==> config.mk <==
export PLATFORM = sky130hd
export DESIGN_NAME = pifr_flag_regs
export DESIGN_NICKNAME = d
export VERILOG_FILES = /design/src/pifr_flag_bank.v /design/src/pifr_flag_regs.v
export VERILOG_INCLUDE_DIRS = /design/src
export SDC_FILE = /design/constraint.sdc
export NUM_CORES = 1
export LEC_CHECK = 0
export BUFFER_PORTS_ARGS = -buffer_cell sky130_fd_sc_hd__buf_2
export CAP_MARGIN = 15
export CORE_AREA = 2 2 131 133
export DETAILED_ROUTE_END_ITERATION = 16
export DIE_AREA = 0 0 133 135
export PLACE_DENSITY = 0.66
export SKIP_LAST_GASP = 1
export SLEW_MARGIN = 20
export SYNTH_ARGS = -nofsm -noshare
export SYNTH_HDL_FRONTEND = slang
export SYNTH_SLANG_ARGS = --single-unit
export TNS_END_PERCENT = 20
==> constraint.sdc <==
create_clock -name ref_clk -period 1.9 [get_ports ref_clk]
set_clock_uncertainty 0.05 [all_clocks]
set_input_delay 0.095 -clock ref_clk [delete_from_list [all_inputs] [get_ports ref_clk]]
set_output_delay 0.095 -clock ref_clk [all_outputs]
set_load 0.05 [all_outputs]
==> src/pifr_regs.vh <==
`ifndef PIFR_REGS_VH
`define PIFR_REGS_VH

// register indices; byte address is four times the index
`define PIFR_IDX_W          12
`define PIFR_IDX_SER_CHAN   12'hE37
`define PIFR_IDX_TMR_MATCH  12'hE38
`define PIFR_IDX_TMR_GATE   12'hE39
`define PIFR_IDX_CAPCOMP    12'hE3A
`define PIFR_IDX_SSP_DONE   12'hE40
`define PIFR_IDX_RX3        12'hE41
`define PIFR_IDX_RX4        12'hE42
`define PIFR_IDX_RX5        12'hE43
`define PIFR_IDX_TX3        12'hE44
`define PIFR_IDX_TX4        12'hE45
`define PIFR_IDX_TX5        12'hE46

// decoded register select codes
`define PIFR_SEL_W          4
`define PIFR_SEL_NONE       4'h0
`define PIFR_SEL_SER_CHAN   4'h1
`define PIFR_SEL_TMR_MATCH  4'h2
`define PIFR_SEL_TMR_GATE   4'h3
`define PIFR_SEL_CAPCOMP    4'h4
`define PIFR_SEL_SSP_DONE   4'h5
`define PIFR_SEL_RX         4'h6
`define PIFR_SEL_TX         4'h7

// field widths and positions
`define PIFR_NUM_SSP        2
`define PIFR_SSP0_BIT       0
`define PIFR_SSP1_BIT       2
`define PIFR_NUM_UART       3
`define PIFR_UART_DW        8
`define PIFR_NUM_TMR        8
`define PIFR_NUM_GATE       4
`define PIFR_NUM_CCP        5
`define PIFR_CCP_MODE_W     2

// capture/compare module modes
`define PIFR_CCP_OFF        2'h0
`define PIFR_CCP_CAPTURE    2'h1
`define PIFR_CCP_COMPARE    2'h2
`define PIFR_CCP_PWM        2'h3

// reset values
`define PIFR_RST_FLAG       1'b0
`define PIFR_RST_BYTE       8'h00
`define PIFR_RST_WORD       32'h0000_0000

`endif

==> src/pifr_flag_bank.v <==
`timescale 1ns/1ns
`default_nettype none
`include "pifr_regs.vh"

module pifr_flag_bank #(
  parameter W = 8
) (
  // clock and reset
  input  wire         ref_clk,
  input  wire         nrst,
  // hardware events, one per flag
  input  wire [W-1:0] set,
  // software write
  input  wire         wr_en,
  input  wire [W-1:0] wr_data,
  // flag state
  output reg  [W-1:0] flags
);

  reg [W-1:0] next_flags;

  // a set in the cycle of a write still lands, so no event is lost
  always @* begin
    next_flags = (wr_en ? wr_data : flags) | set;
  end

  always @(posedge ref_clk or negedge nrst) begin
    if (!nrst) begin
      flags <= {W{`PIFR_RST_FLAG}};
    end else begin
      flags <= next_flags;
    end
  end

endmodule // pifr_flag_bank

`default_nettype wire

==> src/pifr_flag_regs.v <==
`timescale 1ns/1ns
`default_nettype none
`include "pifr_regs.vh"

// Notes on behaviour
// - Each synchronous serial port done flag (bits 0 and 2) sets when its port finishes a transfer and holds until software clears it.
// - Each async channel receive flag (bits 5, 3, 1) is high while its receive buffer holds data and drops when software reads that buffer.
// - Each async channel transmit flag (bits 4, 2, 0) is high while its transmit buffer is empty and drops when software writes that buffer.
// - The serial channel flag register at 0xE37 is read-only, follows buffer state only, and its two top bits read zero.
// - Timer period-match flags sit timer eight at bit 7 down to timer one at bit 0, set on count equal to period, and hold until cleared.
// - Gate flags for timers seven, five, three, one sit at bits 3 to 0, hold until cleared, and bits 7 to 4 read zero.
// - Five capture/compare flags are readable and writable at bits 4 to 0 of 0xE3A, with bits 7 to 5 reading zero.
// - All timer-match, timer-gate and capture/compare flags reset to zero and are readable and writable by software.
// - A capture/compare flag sets on a capture in capture mode or on a match in compare mode, never in PWM mode, and software clears it.
// - Flags set on their events regardless of any interrupt enable, so software can poll them.

module pifr_flag_regs #(
  parameter TMR_W  = 8,
  parameter ADDR_W = 14
) (
  // clock and reset
  input  wire                          ref_clk,
  input  wire                          nrst,
  // avalon-mm register slave, byte addressed
  input  wire [ADDR_W-1:0]             avs_address,
  input  wire                          avs_read,
  input  wire                          avs_write,
  input  wire [3:0]                    avs_byteenable,
  input  wire [31:0]                   avs_writedata,
  output reg  [31:0]                   avs_readdata,
  output wire                          avs_waitrequest,
  // synchronous serial port completion pulses
  input  wire [`PIFR_NUM_SSP-1:0]      ssp_done,
  // async channels, index 0 is channel three
  input  wire [`PIFR_NUM_UART-1:0]     uart_rx_load,
  input  wire [`PIFR_NUM_UART*8-1:0]   uart_rx_data,
  input  wire [`PIFR_NUM_UART-1:0]     uart_tx_take,
  output reg  [`PIFR_NUM_UART*8-1:0]   uart_tx_data,
  output reg  [`PIFR_NUM_UART-1:0]     uart_tx_full,
  // timers, index 0 is timer one
  input  wire [`PIFR_NUM_TMR*TMR_W-1:0] tmr_count,
  input  wire [`PIFR_NUM_TMR*TMR_W-1:0] tmr_period,
  input  wire [`PIFR_NUM_GATE-1:0]     tmr_gate_event,
  // capture/compare modules
  input  wire [`PIFR_NUM_CCP*2-1:0]    ccp_mode,
  input  wire [`PIFR_NUM_CCP-1:0]      ccp_capture,
  input  wire [`PIFR_NUM_CCP-1:0]      ccp_match,
  // flag state toward the core interrupt logic
  output wire [7:0]                    serial_port_flags,
  output wire [7:0]                    serial_channel_flags,
  output wire [7:0]                    timer_match_flags,
  output wire [7:0]                    timer_gate_flags,
  output wire [7:0]                    capture_compare_flags
);

  localparam NU = `PIFR_NUM_UART;
  localparam UW = `PIFR_UART_DW;

  // bus handshake: one wait state, answer on the second edge
  reg                    ack;
  reg  [`PIFR_SEL_W-1:0] sel;
  reg  [1:0]             chan;
  wire [`PIFR_IDX_W-1:0] idx;
  wire                   req;
  wire                   wr_fire;
  wire                   rd_fire;

  assign idx = avs_address[`PIFR_IDX_W+1:2];
  assign req = avs_read | avs_write;
  assign avs_waitrequest = req & ~ack;
  assign wr_fire = avs_write & ack & avs_byteenable[0];
  assign rd_fire = avs_read & ack;

  always @(posedge ref_clk or negedge nrst) begin
    if (!nrst) begin
      ack <= `PIFR_RST_FLAG;
    end else begin
      ack <= req & ~ack;
    end
  end

  // address decode
  always @* begin
    sel  = `PIFR_SEL_NONE;
    chan = 2'h0;
    if (idx == `PIFR_IDX_SER_CHAN) begin
      sel = `PIFR_SEL_SER_CHAN;
    end else if (idx == `PIFR_IDX_TMR_MATCH) begin
      sel = `PIFR_SEL_TMR_MATCH;
    end else if (idx == `PIFR_IDX_TMR_GATE) begin
      sel = `PIFR_SEL_TMR_GATE;
    end else if (idx == `PIFR_IDX_CAPCOMP) begin
      sel = `PIFR_SEL_CAPCOMP;
    end else if (idx == `PIFR_IDX_SSP_DONE) begin
      sel = `PIFR_SEL_SSP_DONE;
    end else if (idx == `PIFR_IDX_RX3) begin
      sel = `PIFR_SEL_RX;
    end else if (idx == `PIFR_IDX_RX4) begin
      sel  = `PIFR_SEL_RX;
      chan = 2'h1;
    end else if (idx == `PIFR_IDX_RX5) begin
      sel  = `PIFR_SEL_RX;
      chan = 2'h2;
    end else if (idx == `PIFR_IDX_TX3) begin
      sel = `PIFR_SEL_TX;
    end else if (idx == `PIFR_IDX_TX4) begin
      sel  = `PIFR_SEL_TX;
      chan = 2'h1;
    end else if (idx == `PIFR_IDX_TX5) begin
      sel  = `PIFR_SEL_TX;
      chan = 2'h2;
    end
    // address bits above the index must be zero to hit anything
    // a shift, since a part-select would run backwards with no bits above
    if ((avs_address >> (`PIFR_IDX_W + 2)) != {ADDR_W{1'b0}}) begin
      sel = `PIFR_SEL_NONE;
    end
  end

  // synchronous serial port done flags at bits 2 and 0
  wire [`PIFR_NUM_SSP-1:0] ssp_q;
  wire [`PIFR_NUM_SSP-1:0] ssp_wr;

  assign ssp_wr = {avs_writedata[`PIFR_SSP1_BIT],
                   avs_writedata[`PIFR_SSP0_BIT]};

  pifr_flag_bank #(
    .W (`PIFR_NUM_SSP)
  ) u_ssp (
    .ref_clk (ref_clk),
    .nrst    (nrst),
    .set     (ssp_done),
    .wr_en   (wr_fire & (sel == `PIFR_SEL_SSP_DONE)),
    .wr_data (ssp_wr),
    .flags   (ssp_q)
  );

  assign serial_port_flags = {5'h00, ssp_q[1], 1'b0, ssp_q[0]};

  // async channel buffers and their level flags
  reg  [NU-1:0]    rx_full;
  reg  [NU-1:0]    next_rx_full;
  reg  [NU*UW-1:0] rx_buf;
  reg  [NU-1:0]    tx_empty;
  reg  [NU-1:0]    next_tx_full;
  reg  [NU*UW-1:0] next_tx_data;
  reg  [NU*UW-1:0] next_rx_buf;
  integer          i;

  always @* begin
    next_rx_full = rx_full;
    next_rx_buf  = rx_buf;
    next_tx_full = uart_tx_full;
    next_tx_data = uart_tx_data;
    for (i = 0; i < NU; i = i + 1) begin
      // reading the buffer empties it; a byte landing then refills it
      if (rd_fire && sel == `PIFR_SEL_RX && chan == i) begin
        next_rx_full[i] = 1'b0;
      end
      if (uart_rx_load[i]) begin
        next_rx_full[i] = 1'b1;
        next_rx_buf[i*UW +: UW] = uart_rx_data[i*UW +: UW];
      end
      // the shifter takes the byte, then a write refills the buffer
      if (uart_tx_take[i]) begin
        next_tx_full[i] = 1'b0;
      end
      if (wr_fire && sel == `PIFR_SEL_TX && chan == i) begin
        next_tx_full[i] = 1'b1;
        next_tx_data[i*UW +: UW] = avs_writedata[UW-1:0];
      end
    end
  end

  always @(posedge ref_clk or negedge nrst) begin
    if (!nrst) begin
      rx_full      <= {NU{`PIFR_RST_FLAG}};
      rx_buf       <= {NU{`PIFR_RST_BYTE}};
      tx_empty     <= {NU{`PIFR_RST_FLAG}};
      uart_tx_full <= {NU{`PIFR_RST_FLAG}};
      uart_tx_data <= {NU{`PIFR_RST_BYTE}};
    end else begin
      rx_full      <= next_rx_full;
      rx_buf       <= next_rx_buf;
      // an empty buffer shows from the first edge after reset
      tx_empty     <= ~next_tx_full;
      uart_tx_full <= next_tx_full;
      uart_tx_data <= next_tx_data;
    end
  end

  // read-only view, no write path reaches it
  assign serial_channel_flags = {2'h0,
                                 rx_full[2], tx_empty[2],
                                 rx_full[1], tx_empty[1],
                                 rx_full[0], tx_empty[0]};

  // timer period match, taken on the first cycle of equality
  wire [`PIFR_NUM_TMR-1:0] tmr_eq;
  reg  [`PIFR_NUM_TMR-1:0] tmr_eq_d;
  wire [`PIFR_NUM_TMR-1:0] tmr_set;

  genvar g;
  generate
    for (g = 0; g < `PIFR_NUM_TMR; g = g + 1) begin : g_tmr
      assign tmr_eq[g] = tmr_count[g*TMR_W +: TMR_W] ==
                         tmr_period[g*TMR_W +: TMR_W];
    end
  endgenerate

  // a timer parked on its period would otherwise block a clear
  assign tmr_set = tmr_eq & ~tmr_eq_d;

  always @(posedge ref_clk or negedge nrst) begin
    if (!nrst) begin
      tmr_eq_d <= {`PIFR_NUM_TMR{`PIFR_RST_FLAG}};
    end else begin
      tmr_eq_d <= tmr_eq;
    end
  end

  pifr_flag_bank #(
    .W (`PIFR_NUM_TMR)
  ) u_tmr (
    .ref_clk (ref_clk),
    .nrst    (nrst),
    .set     (tmr_set),
    .wr_en   (wr_fire & (sel == `PIFR_SEL_TMR_MATCH)),
    .wr_data (avs_writedata[`PIFR_NUM_TMR-1:0]),
    .flags   (timer_match_flags)
  );

  // timer gate events, bits 3..0 for timers seven, five, three, one
  wire [`PIFR_NUM_GATE-1:0] gate_q;

  pifr_flag_bank #(
    .W (`PIFR_NUM_GATE)
  ) u_gate (
    .ref_clk (ref_clk),
    .nrst    (nrst),
    .set     (tmr_gate_event),
    .wr_en   (wr_fire & (sel == `PIFR_SEL_TMR_GATE)),
    .wr_data (avs_writedata[`PIFR_NUM_GATE-1:0]),
    .flags   (gate_q)
  );

  assign timer_gate_flags = {4'h0, gate_q};

  // capture/compare events gated by each module's mode
  reg  [`PIFR_NUM_CCP-1:0] ccp_set;
  wire [`PIFR_NUM_CCP-1:0] ccp_q;
  reg  [1:0]               mode;
  integer                  k;

  always @* begin
    ccp_set = {`PIFR_NUM_CCP{1'b0}};
    mode    = `PIFR_CCP_OFF;
    for (k = 0; k < `PIFR_NUM_CCP; k = k + 1) begin
      mode = ccp_mode[k*`PIFR_CCP_MODE_W +: `PIFR_CCP_MODE_W];
      case (mode)
        `PIFR_CCP_CAPTURE: ccp_set[k] = ccp_capture[k];
        `PIFR_CCP_COMPARE: ccp_set[k] = ccp_match[k];
        default:           ccp_set[k] = 1'b0;
      endcase
    end
  end

  pifr_flag_bank #(
    .W (`PIFR_NUM_CCP)
  ) u_ccp (
    .ref_clk (ref_clk),
    .nrst    (nrst),
    .set     (ccp_set),
    .wr_en   (wr_fire & (sel == `PIFR_SEL_CAPCOMP)),
    .wr_data (avs_writedata[`PIFR_NUM_CCP-1:0]),
    .flags   (ccp_q)
  );

  assign capture_compare_flags = {3'h0, ccp_q};

  // read data, captured in the wait cycle and held through the answer
  reg [7:0] rd_byte;

  always @* begin
    rd_byte = `PIFR_RST_BYTE;
    case (sel)
      `PIFR_SEL_SER_CHAN:  rd_byte = serial_channel_flags;
      `PIFR_SEL_TMR_MATCH: rd_byte = timer_match_flags;
      `PIFR_SEL_TMR_GATE:  rd_byte = timer_gate_flags;
      `PIFR_SEL_CAPCOMP:   rd_byte = capture_compare_flags;
      `PIFR_SEL_SSP_DONE:  rd_byte = serial_port_flags;
      `PIFR_SEL_RX:        rd_byte = rx_buf[chan*UW +: UW];
      `PIFR_SEL_TX:        rd_byte = uart_tx_data[chan*UW +: UW];
      default:             rd_byte = `PIFR_RST_BYTE;
    endcase
  end

  always @(posedge ref_clk or negedge nrst) begin
    if (!nrst) begin
      avs_readdata <= `PIFR_RST_WORD;
    end else if (avs_read && !ack) begin
      avs_readdata <= {24'h000000, rd_byte};
    end
  end

endmodule // pifr_flag_regs

`default_nettype wire

# [After elaboration in Yosys (flattened, before gate mapping)]
# Cells that the tools add are included.
# Widths: inputs -> output; s select.
[totals] regBits=93 inputBits=238 out_inout_bits=100 elab_cells=133
[op_classes] n_eq_ne=38 shifts=2 muxes=44 bitwise_logic=17 reduce_logical=14
[ops] cell="$eq 12x12->1 const B" count=11
[ops] cell="$eq 8x8->1" count=8
[ops] cell="$pmux 8 s7" count=1
[ops] cell="$shiftx 24x6->8" count=2
[ops] cell="$mux 3" count=11
[ops] cell="$mux 2" count=12
[ops] cell="$eq 4x3->1 const B" count=4
[ops] cell="$eq 2x1->1 const B" count=6
[ops] cell="$eq 2x2->1 const B" count=6
[ops] cell="$mux 1" count=12
[ops] cell="$pmux 1 s2" count=5
[ops] cell="$logic_and 1x1->1" count=9
[ops] cell="$and 1x1->1" count=8
[ops] cell="$and 8x8->8" count=1
[ops] cell="$eq 4x2->1 const B" count=2
[ops] cell="$mux 8" count=1
[ops] cell="$not 8->8" count=1
[ops] cell="$or 8x8->8" count=1
[ops] cell="$reduce_bool 2->1" count=3
[ops] cell="$mux 5" count=1
[ops] cell="$or 5x5->5" count=1
[ops] cell="$eq 4x1->1 const B" count=1
[ops] cell="$mux 4" count=1
[ops] cell="$or 4x4->4" count=1
[ops] cell="other kinds (6)" count=6

# [Longest topological paths before layout]
[depth] ltp_word=17 mapped_depth=9 ltp_nobuf=6

# [Modules after synthesis]
# A second synthesis with hierarchy kept.
[unflattened] cells_unflattened=526 hier_area_um2=5691.7
[modules_own_cells] mod="pifr_flag_regs" instances=1 cells_each=467 area_per_inst_um2=4888.4 seq_area_each_um2=1851.8
[modules_own_cells] mod="pifr_flag_bank at u_tmr" instances=1 cells_each=25 area_per_inst_um2=339.1 seq_area_each_um2=200.2
[modules_own_cells] mod="pifr_flag_bank at u_ccp" instances=1 cells_each=16 area_per_inst_um2=224.0 seq_area_each_um2=125.1
[modules_own_cells] mod="pifr_flag_bank at u_gate" instances=1 cells_each=12 area_per_inst_um2=160.2 seq_area_each_um2=100.1
[modules_own_cells] mod="pifr_flag_bank at u_ssp" instances=1 cells_each=6 area_per_inst_um2=80.1 seq_area_each_um2=50.0

# [Worst setup path before layout]
# OpenSTA, ideal clock, no wires.
[synth_timing] path_type="input-to-reg" start="input avs_address[5]" end="register uart_tx_data[0]" setup_ns=0.125 arrival_time_ns=1.694 t_required_ns=1.725 path_slack_ns=0.032 stages=7 path_buffers=2 path_cell_list="buf_2 nor2_2 nand3_2 nor3_4 and3_1 buf_2 mux2_2"
[synth_between] elab_chain_len=15 word_cells_on_any_way=37 cone_classes="eq/ne (12); mux (22); reduce/logical (3)"
[synth_lines] element="from (decl)" line_no="pifr_flag_regs.v:25" source="input wire [ADDR_W-1:0] avs_address,"
[synth_lines] element="$eq 12x12->1 (no source line)"
[synth_lines] element="$mux 3" line_no="pifr_flag_regs.v:109" source="end else if (idx == `PIFR_IDX_TX5) begin"
[synth_lines] element="$mux 3" line_no="pifr_flag_regs.v:106" source="end else if (idx == `PIFR_IDX_TX4) begin"
[synth_lines] element="$mux 3" line_no="pifr_flag_regs.v:104" source="end else if (idx == `PIFR_IDX_TX3) begin"
[synth_lines] element="$mux 3" line_no="pifr_flag_regs.v:101" source="end else if (idx == `PIFR_IDX_RX5) begin"
[synth_lines] element="$mux 3" line_no="pifr_flag_regs.v:98" source="end else if (idx == `PIFR_IDX_RX4) begin"
[synth_lines] element="$mux 3" line_no="pifr_flag_regs.v:96" source="end else if (idx == `PIFR_IDX_RX3) begin"
[synth_lines] element="$mux 3" line_no="pifr_flag_regs.v:94" source="end else if (idx == `PIFR_IDX_SSP_DONE) begin"
[synth_lines] element="$mux 3" line_no="pifr_flag_regs.v:92" source="end else if (idx == `PIFR_IDX_CAPCOMP) begin"
[synth_lines] element="$mux 3" line_no="pifr_flag_regs.v:90" source="end else if (idx == `PIFR_IDX_TMR_GATE) begin"
[synth_lines] element="$mux 3" line_no="pifr_flag_regs.v:88" source="end else if (idx == `PIFR_IDX_TMR_MATCH) begin"
[synth_lines] element="$mux 3" line_no="pifr_flag_regs.v:86" source="if (idx == `PIFR_IDX_SER_CHAN) begin"
[synth_lines] element="$eq 4x3->1"
[synth_lines] element="$logic_and 1x1->1 (no source line)"
[synth_lines] element="$logic_and 1x1->1 (*)" line_no="pifr_flag_regs.v:168" source="if (wr_fire && sel == `PIFR_SEL_TX && chan == i) begin"
[synth_lines] element="to (signal assigned)" line_no="pifr_flag_regs.v:181" source="uart_tx_data <= {NU{`PIFR_RST_BYTE}};"
[synth_lines] element="to (signal assigned)" line_no="pifr_flag_regs.v:188" source="uart_tx_data <= next_tx_data;"
[synth_lines] element="to (decl)" line_no="pifr_flag_regs.v:38" source="output reg [`PIFR_NUM_UART*8-1:0] uart_tx_data,"
# Mark *: on every way between the ends. The rest lies on a longest branch, timed or not.
# A chain may end at the register's enable or synchronous reset.

# [Worst setup path after layout]
[layout_timing] start="input avs_write" end="output avs_waitrequest"
[layout_between] elab_chain_len=2
[layout_lines] element="from (decl)" line_no="pifr_flag_regs.v:27" source="input wire avs_write,"
[layout_lines] element="$or 1x1->1" line_no="pifr_flag_regs.v:69" source="assign req = avs_read | avs_write;"
[layout_lines] element="$and 1x1->1" line_no="pifr_flag_regs.v:70" source="assign avs_waitrequest = req & ~ack;"
[layout_lines] element="to (decl)" line_no="pifr_flag_regs.v:31" source="output wire avs_waitrequest,"
# No other way between the ends.

==> summary.md <==
The total global-route track usage is 0.2122, and the number of antenna diodes is 0. TritonCTS created 9 clock buffers. The total core area was 16410 µm²; the sum of routed wire length over all layers was 18690 µm. The worst hold path belongs to the class in -> reg. The category of the worst setup path capture point is an output port. The number of global-route vias before repair was 5455. For the switching power, the log shows 1709 µW.

The worst hold path passes through 4 cells. In this run the count of I/O pins placed on the die edge is 338. After layout, the minimum clock period comes to 1822 ps. The first-pass GRT wire length is 29100 µm. The post-route fraction of the period consumed by the critical path was 0.9587. Counting flops with a built-in enable in the synthesized netlist gives 0. For the worst setup path, the data required time is 1750 ps.

Number of pins exceeding their max-slew limit in the final report: 0. In this run, placement finished with an instance count of 1026. Leaving out fill and tap cells, the most frequent cell in the layout is buf_2. The detailed router placed 5253 vias in this run.

The worst hold path begins at tmr_count[38]. The chip width was 133 µm; the async set-reset flop share out of synthesis was 1.000. The number of core rows came out at 47. The clock insertion delay at the later pin of the skew report is 350 ps, and the number of antenna-violating nets in the routed design is 0. Setup violations remaining at the end of the flow were counted as 0. The total setup buffers inserted after CTS is 0. The internal portion of the total power is 3741 µW. After global routing the overflow that remains totals 0. The count of maximum capacitance violations was 0.

TritonCTS built the clock tree. The fraction of final layout cells sized beyond drive strength 1 is 0.4070, and the clock edge transition at the registers on the reported setup and hold paths is 60 ps. In this run the worst path has a maximum fanout of 3. In this run the critical register-to-register path is launched from ack$_DFF_PN0_.

The tools report the routability-driven placement congestion ratio as 0.8867. The endpoint identified for the worst register-to-register timing path is u_tmr.flags[3]$_DFF_PN0_. The half-perimeter wire length of the detailed placement result is 14450 µm. The worst path arrival time was 1680 ps. The average instance in the mapped netlist occupies 10.71 µm².

The share of power burned in combinational logic is 0.263. In the layout the commonest cells are buf_2 (267), dfrtp_1 (93), dlygate4sd3_1 (67). By startpoint and endpoint, the worst setup path is classified as in -> out. The top flip-flop cell by instance count after synthesis is dfrtp_1. The timing-limited maximum frequency was 549.0 MHz; the register area share after synthesis was 0.4114.

The height of the die came out at 135 µm. The worst setup path is launched from a primary input. Dividing total power by cell area gives a power density of 657.6 nW/µm². The run finished with clean final reports. The synthesized netlist occupies a cell area of 5657 µm². The power share of the clock group came out at 0.335. Number of hold violations in the final report: 0. The share of total power in sequential cells is 0.402. Dividing the detail-routed wire length by the instance count gives 16.88 µm. Synthesis produced 528 cells.

The run gives 0.5052 as the core occupancy in the finished layout. The number of distinct standard cells referenced by the synthesized netlist was 54. The worst relative slew slack was 0.6200.

The area growth from synthesis to layout is 46.54%. IR analysis of the VDD net gives a maximum drop of 0.4495 mV. For this run, the post-layout net count is 1132.

At the pin with the least slew margin, the transition time is 570.0 ps. The critical path's largest stage delay was 540 ps. The switching portion of total power is 0.3136. In this run the number of H-tree levels came out at 3. The area of the die was 17960 µm²; the total iterations of the first detailed-routing run was 5.

For this run, the number of standard cells in the final layout without fillers is 1107. Setup repair after global routing left no endpoint under its margin. Clock tree synthesis selected as its root buffer the cell clkbuf_16.

The detailed router finished its first iteration with 282 violations. Pin count of the biggest net entering global routing: 41. On the critical path, the stage with the largest delay is an instance of dlygate4sd3_1. The run gives 93 as the clock sink count. The number of DRC violations after detailed routing is 0, and the number of antenna violations at the first check in global routing is 0. The number of vias per cell after detailed routing is 4.745, and the initial core utilization is 0.3448. Summed over all cells, the static leakage comes to 0.003933 µW. During synthesis, Yosys emitted a total of 0 warnings. The critical path goes through dlygate4sd3_1 -> buf_2 -> nor2_1 -> dlygate4sd3_1 -> nor2_1 -> buf_4.

In this run the tool buffered the top-level ports with 269 buffer cells. The run gives 2 as the number of buffers between clock root and the deepest sink. The path with the worst hold slack has its endpoint at tmr_eq_d[4]$_DFF_PN0_. The synthesized design contains 93 register bits. For flop-to-flop paths, the worst setup slack is 260 ps.

For the worst flop-to-flop path, the logic depth is 5.
[per-stage QoR]
| stage | power [µW] | setup TNS (ps) | hold WS, ps | setup slack (ps) | cell area (µm²) |
|---|---|---|---|---|---|
| 6_report | 5451 | 0 | 9.119 | 78.44 | 8289 |
| 5_1_grt | 5698 | 0 | 13.16 | 15.59 | 8289 |
| 4_1_cts | 5505 | 0 | 0.3993 | 40.82 | 8287 |
| 3_5_place_dp | 3536 | -1216 | 84.84 | -83.66 | 7326 |
| 3_3_place_gp | 3525 | -736.5 | 81.63 | -73.57 | 7326 |
| 2_1_floorplan | 3075 | 0 | -250.6 | 31.58 | 5799 |
[power groups by stage]
| stage | registers (µW) | clock network, µW | logic [µW] |
|---|---|---|---|
| floorplan | 2420 | 0 | 653 |
| global placement | 2230 | 0 | 1290 |
| detailed placement | 2230 | 0 | 1310 |
| CTS | 2190 | 1880 | 1430 |
| global route | 2200 | 1950 | 1540 |
| finish | 2190 | 1830 | 1430 |
[layout make-up]
class	instances	area, µm²
multi-input combinational	387	2969
fill	1503	8118
sequential	93	2327
tap	220	275.3
timing repair buffer	367	2330
inverter	26	97.59
clock buffer	11	242.7
clock inverter	3	47.55
[worst max path at each step]
| stage | from | endpoint | cells past startpoint |
|---|---|---|---|
| 6_report | avs_write | avs_waitrequest | 6 |
| 5_1_grt | avs_write | avs_waitrequest | 6 |
| 4_1_cts | avs_write | avs_waitrequest | 6 |
| 3_5_place_dp | avs_address[9] | uart_tx_data[18]$_DFFE_PN0P_ | 8 |
| 3_3_place_gp | avs_address[9] | avs_readdata[0]$_DFFE_PN0P_ | 8 |
| 2_1_floorplan | avs_address[5] | uart_tx_data[0]$_DFFE_PN0P_ | 7 |
[critical path: cells and delay by family]
kind | cells | cell delay (ps)
buf+inv | 4 | 1390
simple gates | 2 | 180
[registers in the layout, indices dropped and copies added, names as in the netlist]
| signal | count |
|---|---|
| u_gate.flags | 4 |
| u_ccp.flags | 5 |
| uart_tx_full | 3 |
| tmr_eq_d | 8 |
| avs_readdata | 8 |
| ack | 1 |
| tx_empty | 3 |
| rx_full | 3 |
| u_tmr.flags | 8 |
| uart_tx_data | 24 |
| rx_buf | 24 |
| u_ssp.flags | 2 |
[per-layer routing]
layer	routed length (µm)	up-vias	GRT usage
li1	-	2502	-
met1	7811	2494	0.2674
met2	9309	236	0.3702
met3	1215	21	0.03791
met4	351	0	0.06810
met5	0	-	0
[synth_stat cells, types with 8 or more instances]
cell type | instances | area share
dfrtp_1 | 93 | 0.41
xnor2_1 | 65 | 0.10
buf_4 | 39 | 0.052
mux2_2 | 39 | 0.078
mux2i_1 | 27 | 0.048
inv_1 | 26 | 0.017
nor2_1 | 24 | 0.016
nand4_1 | 18 | 0.020
o21ai_0 | 18 | 0.016
nand2_1 | 15 | 0.010
nor2b_1 | 15 | 0.017
a21o_1 | 11 | 0.015
a21oi_1 | 11 | 0.0097
clkbuf_1 | 11 | 0.0073
ha_1 | 10 | 0.022
mux2_1 | 10 | 0.020
a221oi_1 | 9 | 0.014
a221o_1 | 8 | 0.014
[logic make-up (layout without fill, tap and decap cells)]
family,Yosys count,count (layout),synth area share
and+or+nand+nor,112,112,0.1188
DFF,93,93,0.4114
buffers and inverters,86,407,0.08892
AOI/OAI and AO/OA,84,84,0.1106
muxes,76,76,0.1453
xor gates and xnor gates,66,66,0.1022
adders and majority gates,10,10,0.02212
other,1,39,0.0006629
[timing repair]
item,4_1_cts,5_1_grt
setup endpoints to repair,0,1
hold endpoints to repair,89,0
hold buffers,67,0
gates resized for setup,0,2
Note: power is estimated with default switching activity, not from simulation.
